[config.mk]
export PLATFORM = sky130hd
export DESIGN_NAME = srt_relay
export DESIGN_NICKNAME = d
export VERILOG_FILES = /design/src/srt_pkg.sv /design/src/srt_sampler.sv /design/src/srt_relay.sv
export SDC_FILE = /design/constraint.sdc
export NUM_CORES = 1
export LEC_CHECK = 0
export BUFFER_PORTS_ARGS = -buffer_cell sky130_fd_sc_hd__buf_2
export CAP_MARGIN = 40
export CORE_UTILIZATION = 36
export CTS_CLUSTER_SIZE = 16
export DETAILED_ROUTE_END_ITERATION = 10
export PLACE_DENSITY = 0.79
export SYNTH_ARGS = -nofsm -noshare
export SYNTH_HDL_FRONTEND = slang
export SYNTH_HIERARCHICAL = 1
export SYNTH_SLANG_ARGS = --single-unit
[constraint.sdc]
create_clock -name hclk -period 1.55 [get_ports hclk]
set_input_delay 0.0775 -clock hclk [delete_from_list [all_inputs] [get_ports hclk]]
set_output_delay 0.0775 -clock hclk [all_outputs]
set_load 0.01 [all_outputs]
[src/srt_pkg.sv]
// shared constants for the set/reset/toggle relay block
package srt_pkg;

  // ----------------------------------------------------------------
  // register map (byte addresses)
  // ----------------------------------------------------------------
  localparam logic [31:0] CTRL_OFFSET = 32'h0000_0000;
  localparam logic [31:0] STATUS_OFFSET = 32'h0000_0004;
  localparam int ADDR_W = 4;

  // ----------------------------------------------------------------
  // field positions
  // ----------------------------------------------------------------
  localparam int CTRL_MODE_LSB = 0;
  localparam int CTRL_DOM_BIT = 2;
  localparam int STATUS_Q_BIT = 0;
  localparam int STATUS_SET_BIT = 1;
  localparam int STATUS_RST_BIT = 2;
  localparam int STATUS_TRG_BIT = 3;
  localparam int STATUS_REST_BIT = 4;

  // ----------------------------------------------------------------
  // reset values and ahb-lite codes
  // ----------------------------------------------------------------
  localparam logic [1:0] MODE_RESET = 2'h0;
  localparam logic DOM_RESET = 1'b0;
  localparam logic [31:0] RDATA_RESET = 32'h0000_0000;
  localparam logic [1:0] HRESP_OKAY = 2'h0;
  localparam logic [1:0] HTRANS_NONSEQ = 2'h2;

  // ----------------------------------------------------------------
  // modes and input sampler layout
  // ----------------------------------------------------------------
  typedef enum logic [1:0] {
    MODE_LATCH,
    MODE_TOGGLE,
    MODE_LEGACY
  } srt_mode_t;

  localparam int IN_SET = 0;
  localparam int IN_RST = 1;
  localparam int IN_TRG = 2;
  localparam int IN_COUNT = 3;

endpackage

[src/srt_sampler.sv]
// per-cycle input sampler with rising edge detection
`timescale 1ns/1ps
`default_nettype none

module srt_sampler #(
  parameter int WIDTH = 3
) (
  // clock and reset
  input wire logic hclk,
  input wire logic hresetn,
  // raw inputs
  input wire logic [WIDTH-1:0] raw_in,
  // sampled level and edge
  output logic [WIDTH-1:0] level,
  output logic [WIDTH-1:0] rise
);

  logic [WIDTH-1:0] prev;

  // elaboration check: the edge compare needs at least one input
  if (WIDTH < 1) begin : g_width_check
    $error("srt_sampler needs at least one input");
  end

  // sample once per cycle and keep the last sample for edge compare
  always_ff @(posedge hclk or negedge hresetn) begin
    if (!hresetn) begin
      level <= '0;
      prev <= '0;
    end else begin
      level <= raw_in;
      prev <= level;
    end
  end

  // a rise is a high sample whose previous sample was low
  assign rise = level & ~prev;

endmodule

`default_nettype wire

[src/srt_relay.sv]
// set/reset latch and toggle relay with ahb-lite control registers
// ----------------------------------------------------------------
// ----------------------------------------------------------------
//
// The register addresses and the AHB-Lite interface to the registers were chosen for this implementation.
`timescale 1ns/1ps
`default_nettype none

module srt_relay (
  // clock and reset
  input wire logic hclk,
  input wire logic hresetn,
  // ahb-lite slave
  input wire logic hsel,
  input wire logic [31:0] haddr,
  input wire logic [1:0] htrans,
  input wire logic hwrite,
  input wire logic [2:0] hsize,
  input wire logic [31:0] hwdata,
  input wire logic hready,
  output logic [31:0] hrdata,
  output logic hreadyout,
  output logic [1:0] hresp,
  // neighbouring control logic
  input wire logic set_in,
  input wire logic reset_in,
  input wire logic trigger_in,
  input wire logic retain_en,
  // relay output
  output logic q
);

  // ----------------------------------------------------------------
  // input sampling
  // ----------------------------------------------------------------
  logic [srt_pkg::IN_COUNT-1:0] lvl;
  logic [srt_pkg::IN_COUNT-1:0] rise;

  srt_sampler #(
    .WIDTH(srt_pkg::IN_COUNT)
  ) u_sampler (
    .hclk(hclk),
    .hresetn(hresetn),
    .raw_in({trigger_in, reset_in, set_in}),
    .level(lvl),
    .rise(rise)
  );

  // named taps into the sampled word
  logic s_lvl;
  logic r_lvl;
  logic t_rise;
  assign s_lvl = lvl[srt_pkg::IN_SET];
  assign r_lvl = lvl[srt_pkg::IN_RST];
  assign t_rise = rise[srt_pkg::IN_TRG];

  // ----------------------------------------------------------------
  // bus slave
  // ----------------------------------------------------------------
  logic [1:0] mode_bits;
  logic set_dom;
  logic restored;
  logic wr_pend;
  logic [srt_pkg::ADDR_W-1:0] wr_addr;
  logic addr_ok;

  function automatic srt_pkg::srt_mode_t decode_mode(input logic [1:0] bits);
    // code three is not a mode; fall back to the plain latch
    if (bits == 2'h1) begin
      decode_mode = srt_pkg::MODE_TOGGLE;
    end else if (bits == 2'h2) begin
      decode_mode = srt_pkg::MODE_LEGACY;
    end else begin
      decode_mode = srt_pkg::MODE_LATCH;
    end
  endfunction

  // mode decoded once so every process sees the same value
  srt_pkg::srt_mode_t mode;
  assign mode = decode_mode(mode_bits);

  // only a selected nonseq transfer with the bus ready starts a phase
  assign addr_ok = hsel && hready && (htrans == srt_pkg::HTRANS_NONSEQ);

  // zero wait state slave, always okay
  always_ff @(posedge hclk or negedge hresetn) begin
    if (!hresetn) begin
      hreadyout <= 1'b1;
      hresp <= srt_pkg::HRESP_OKAY;
    end else begin
      hreadyout <= 1'b1;
      hresp <= srt_pkg::HRESP_OKAY;
    end
  end

  // remember the write address phase; data follows next cycle
  always_ff @(posedge hclk or negedge hresetn) begin
    if (!hresetn) begin
      wr_pend <= 1'b0;
      wr_addr <= '0;
    end else begin
      wr_pend <= addr_ok && hwrite;
      wr_addr <= haddr[srt_pkg::ADDR_W-1:0];
    end
  end

  // control register; unmapped writes fall away silently
  always_ff @(posedge hclk or negedge hresetn) begin
    if (!hresetn) begin
      mode_bits <= srt_pkg::MODE_RESET;
      set_dom <= srt_pkg::DOM_RESET;
    end else if (wr_pend && wr_addr == srt_pkg::CTRL_OFFSET[srt_pkg::ADDR_W-1:0]) begin
      mode_bits <= hwdata[srt_pkg::CTRL_MODE_LSB +: 2];
      set_dom <= hwdata[srt_pkg::CTRL_DOM_BIT];
    end
  end

  // read data captured at the address phase so it stands in the data phase
  always_ff @(posedge hclk or negedge hresetn) begin
    if (!hresetn) begin
      hrdata <= srt_pkg::RDATA_RESET;
    end else if (addr_ok && !hwrite) begin
      if (haddr[srt_pkg::ADDR_W-1:0] == srt_pkg::CTRL_OFFSET[srt_pkg::ADDR_W-1:0]) begin
        hrdata <= '0;
        hrdata[srt_pkg::CTRL_MODE_LSB +: 2] <= mode_bits;
        hrdata[srt_pkg::CTRL_DOM_BIT] <= set_dom;
      end else if (haddr[srt_pkg::ADDR_W-1:0] ==
                   srt_pkg::STATUS_OFFSET[srt_pkg::ADDR_W-1:0]) begin
        hrdata <= '0;
        hrdata[srt_pkg::STATUS_Q_BIT] <= q;
        hrdata[srt_pkg::STATUS_SET_BIT] <= s_lvl;
        hrdata[srt_pkg::STATUS_RST_BIT] <= r_lvl;
        hrdata[srt_pkg::STATUS_TRG_BIT] <= lvl[srt_pkg::IN_TRG];
        hrdata[srt_pkg::STATUS_REST_BIT] <= restored;
      end else begin
        hrdata <= '0;
      end
    end
  end

  // ----------------------------------------------------------------
  // retention
  // ----------------------------------------------------------------
  // awake drops with reset and rises one edge after release
  logic awake;
  logic kept_q;

  // first cycle after release is the restore slot
  always_ff @(posedge hclk or negedge hresetn) begin
    if (!hresetn) begin
      awake <= 1'b0;
    end else begin
      awake <= 1'b1;
    end
  end

  // no reset here on purpose: this cell stands in for battery-backed memory
  // and freezes while the block is held down, so the last value survives
  always_ff @(posedge hclk) begin
    if (awake) begin
      kept_q <= q;
    end
  end

  // flag for software that the output was brought back from memory
  always_ff @(posedge hclk or negedge hresetn) begin
    if (!hresetn) begin
      restored <= 1'b0;
    end else if (!awake) begin
      restored <= retain_en && kept_q;
    end
  end

  // ----------------------------------------------------------------
  // relay core
  // ----------------------------------------------------------------
  logic next_q;

  // next output per mode; levels hold a forced value as long as they stay high
  always_comb begin
    next_q = q;
    case (mode)
      srt_pkg::MODE_LATCH: begin
        if (r_lvl) begin
          next_q = 1'b0;
        end else if (s_lvl) begin
          next_q = 1'b1;
        end else begin
          next_q = q;
        end
      end
      srt_pkg::MODE_TOGGLE: begin
        if (set_dom && s_lvl) begin
          next_q = 1'b1;
        end else if (r_lvl) begin
          next_q = 1'b0;
        end else if (s_lvl) begin
          next_q = 1'b1;
        end else if (t_rise) begin
          next_q = ~q;
        end else begin
          next_q = q;
        end
      end
      srt_pkg::MODE_LEGACY: begin
        // no set input and no priority choice here
        if (r_lvl) begin
          next_q = 1'b0;
        end else if (t_rise) begin
          next_q = ~q;
        end else begin
          next_q = q;
        end
      end
      default: begin
        next_q = q;
      end
    endcase
  end

  // output flop; restore slot picks memory only when retention is on
  always_ff @(posedge hclk or negedge hresetn) begin
    if (!hresetn) begin
      q <= 1'b0;
    end else if (!awake) begin
      q <= retain_en && kept_q;
    end else begin
      q <= next_q;
    end
  end
endmodule

`default_nettype wire

# Word level (Yosys, flattened, before mapping)
# Cells that the tools add are included.
# word_totals
wordCells	47
output_inout_bits	36
register_bits	50
# classes
eq_ne	8
bitwise_logic	3
reduce_logical	12
muxes	13
# ops
op	n
$mux 5	2
$logic_not 4->1	2
$mux 1	8
$logic_and 1x1->1	7
$eq 2x2->1 const B	3
$eq 2x1->1 const B	2
$eq 4x3->1 const B	1
$mux 2	2
$ne 4x1->1 const B	1
$ne 4x2->1 const B	1
$and 3x3->3	1
$not 3->3	1
$pmux 1 s3	1
$logic_not 2->1	1
$reduce_and 2->1	1
$logic_not 1->1	1
$not 1->1	1

# Depth between registers and ports, before layout
# logic_depth
ltp_word	8
ltp_mapped	5
ltp_nobuf	5

# By module
# Netlist, hierarchy kept.
# by_module_without_submodules
mod	instances	seq_area_each_um2	area_per_inst_um2	cells_each
srt_relay	1	430.4	1002.2	90
srt_sampler	1	150.1	191.4	9

# Least setup slack after synthesis
# No wires, ideal clock.
# synth_timing
kind	reg-to-reg
from	reg mode_bits[0]
to	reg q
path_buffers	0
slack_ns	0.159
arrival_time_ns	1.256
path_stages_with_launch	6
period_less_slack_ns	1.391
path_cell_list	dfrtp_1 > inv_1 > ha_1 > or3b_1 > o2111ai_1 > o211ai_1
# synth_via
elab_chain_len	6
elab_cells_between_ends	12
cone_classes	eq/ne (6); mux (4); reduce/logical (2)
# synth_lines
item	line_no	text
start, declared	srt_relay.sv:60	logic [1:0] mode_bits;
start signal, assigned	srt_relay.sv:110	mode_bits <= srt_pkg::MODE_RESET;
start signal, assigned	srt_relay.sv:113	mode_bits <= hwdata[srt_pkg::CTRL_MODE_LSB +: 2];
$eq 2x2->1	srt_relay.sv:71	end else if (bits == 2'h2) begin
$mux 2	srt_relay.sv:71	
$mux 2 *	srt_relay.sv:69	if (bits == 2'h1) begin
$eq 2x2->1 (tied with other cells)	srt_relay.sv:182	case (mode)
$pmux 1 s3 (tied with other cells)	srt_relay.sv:182	
$mux 1 or $reduce_and 2->1 (tied branches)	n/a	
end signal, assigned	srt_relay.sv:226	q <= retain_en && kept_q;
end signal, assigned	srt_relay.sv:228	q <= next_q;
end, declared	srt_relay.sv:30	output logic q
# Every way passes the cells marked *; elsewhere a longest branch is shown, timed or not.
# A chain may end at the register's enable or synchronous reset.

# Final worst setup path
# layout_timing
from	reg mode_bits[1]
to	reg q
# The elaborated chain is that of the path after synthesis.

==> run summary <==
ratio of cells with drive above 1 in the final layout: 0.286
critical path type: reg2reg
DRT iter0 DRCs: 16
Switching Power: 269 uW
setup TNS: 0 ns
dpl cell area: 1160 um^2
initial antenna violation count: 0
status: complete, but fails checks
synth warn: 6
Final Cell Area: 1320 um^2
Seq pwr share: 0.589
total number of vias: 724
Worst-Skew Late Latency: 0.30 ns
global placer's final weighted congestion: 0.718
fin nets: 215
DR WL/cell: 10.9 um
RSZ-0062 raised after global routing: no
clock tree sinks: 21
fin util: 0.463
antenna viol nets, final: 0
detailed placement HPWL: 1340 um
CP max FO: 5
worst setup path endpoint: q
Die W: 57.7 um
Worst Setup SP: mode_bits[1]
combinational share of power: 0.155
clk slew on worst S/H paths: 0.12 ns
Lkg Pwr: 0.688 nW
CP Data Required Time: 1.77 ns
endpoints failing hold: 0
pin count of the biggest net entering global routing: 21
GRT met1 Usage: 0.119
busiest grt layer: met2
Reg2Reg Setup Slack: 0.08 ns
Top Ports: 114
Final period util: 0.951
DRC: 9
Max Root-Sink Buffers: 2
min cycle time layout: 1.47 ns
M2 GR Usage: 0.223
# Post-CTS Setup Buffers: 0
setup violators final: 0
Cell Area, Synth: 1120 um^2
CP arrival: 1.70 ns
# diodes: 0
register area: 532 um^2
Clock Power Share: 0.256
global-route wire length before repair: 2860 um
Net Sw Frac: 0.265
initial core utilization: 0.391
Power Total: 1.01 mW
Max Slew Vio Count: 0
DRT Wirelength: 1780 um
power density over the cells: 768 nW/um^2
Worst Setup Start Kind: register
Placed Cells: 149
GR Overflow Total: 0
TritonCTS Buffers: 3
CP Capture Type: register
Cell Count, Final, Fillers Out: 164
Core Area: 2850 um^2
IO buf count: 23
CTS tree: built
Final Skew: 0.00895 ns
Max-Cap Viols: 0
fill count: 260
min-delay worst type: in2reg
R2R depth: 4
vias in the first global route: 699
area of the multi-input gates: 473 um^2
Die Height: 57.7 um
reg-to-reg critical path startpoint: mode_bits[1]
Post-Synthesis Cells: 95
Worst VDD drop: 0.604 mV
Layout area overhead: 18.4%
failing checks: DRC
H-tree depth: 1
total global-route track usage: 0.115
clk root buf: clkbuf_4
Max Fclk: 678 MHz
Die Area: 3330 um^2
vias per inst: 4.41
DRT Pass-1 Iters: 7
worst r2r dst: q
Cell Int Power: 746 uW
met3 Use GR: 0.0446
Rows: 19
Synth Area per Inst: 11.7 um^2
## worst min-delay path by stage
stage | depth (start not counted) | from | endpoint | slack, ns
detailed placement | 1 | hresetn | mode_bits[1] | 0.04
floorplan | 0 | hresetn | awake | -0.22
global route | 3 | hwrite | wr_pend | 0.05
finish | 3 | hwrite | wr_pend | 0.05
CTS | 3 | hwrite | wr_pend | 0.04
global placement | 1 | hresetn | set_dom | 0.03
## layout make-up
cell class / instances / area share
Clock buffer: 3 / 0.0170
Timing Repair Buffer: 35 / 0.176
Multi-Input combinational cell: 69 / 0.358
Inverter: 4 / 0.0114
Sequential cell: 21 / 0.402
Clock inverter: 1 / 0.00568
Tap cell: 31 / 0.0294
## power by group through the flow
stage | combinational [mW] | clock, mW | sequential, mW
after floorplan | 0.130 | 0 | 0.606
after global placement | 0.125 | 0 | 0.606
after detailed placement | 0.130 | 0 | 0.608
after CTS | 0.151 | 0.270 | 0.597
after global routing | 0.178 | 0.290 | 0.602
final | 0.157 | 0.260 | 0.598
## placed cells by master (no fill, tap or decap), types with 2 or more instances in the layout
cell type and count:
inv_1 4, buf_2 23, clkbuf_4 3, mux2_2 3, a22o_1 2, o21ai_0 3
nand2b_1 2, nand2_1 3, ha_1 2, mux2i_1 3, conb_1 31, o31ai_1 3
dfrtp_1 19, dlygate4sd3_1 11
## layer usage
| layer | part of all wire | wire [um] |
|---|---|---|
| met5 | 0 | 0 |
| met1 | 0.36 | 641 |
| met4 | 0 | 0 |
| met3 | 0.085 | 151 |
| met2 | 0.56 | 989 |
## per-stage QoR
| step | hold WS (ns) | setup WS, ns |
|---|---|---|
| detailed placement | 0.0439 | 0.0744 |
| global route | 0.0470 | 0.00686 |
| finish | 0.0532 | 0.0761 |
| CTS | 0.0395 | 0.0465 |
| global placement | 0.0289 | 0.131 |
| floorplan | -0.218 | 0.159 |
## critical path, stage by stage (launching register included)
cell and delay (ns):
dfrtp_2 0.47, ha_4 0.29, or3b_1 0.37, a21o_1 0.19, o211ai_1 0.07
## timing repair
item	CTS	global route
hold buffers	11	0
endpoints found under the setup margin	0	1
endpoints found under the hold margin	30	0
gates resized for setup	0	3
## state kept, by name (all words and copies together) (netlist names)
register,cells
u_sampler/prev,1
kept_q,1
u_sampler/level,3
restored,1
awake,1
q,1
wr_pend,1
set_dom,1
wr_addr,4
mode_bits,2
hrdata,5
(Power assumes the default switching activity.)
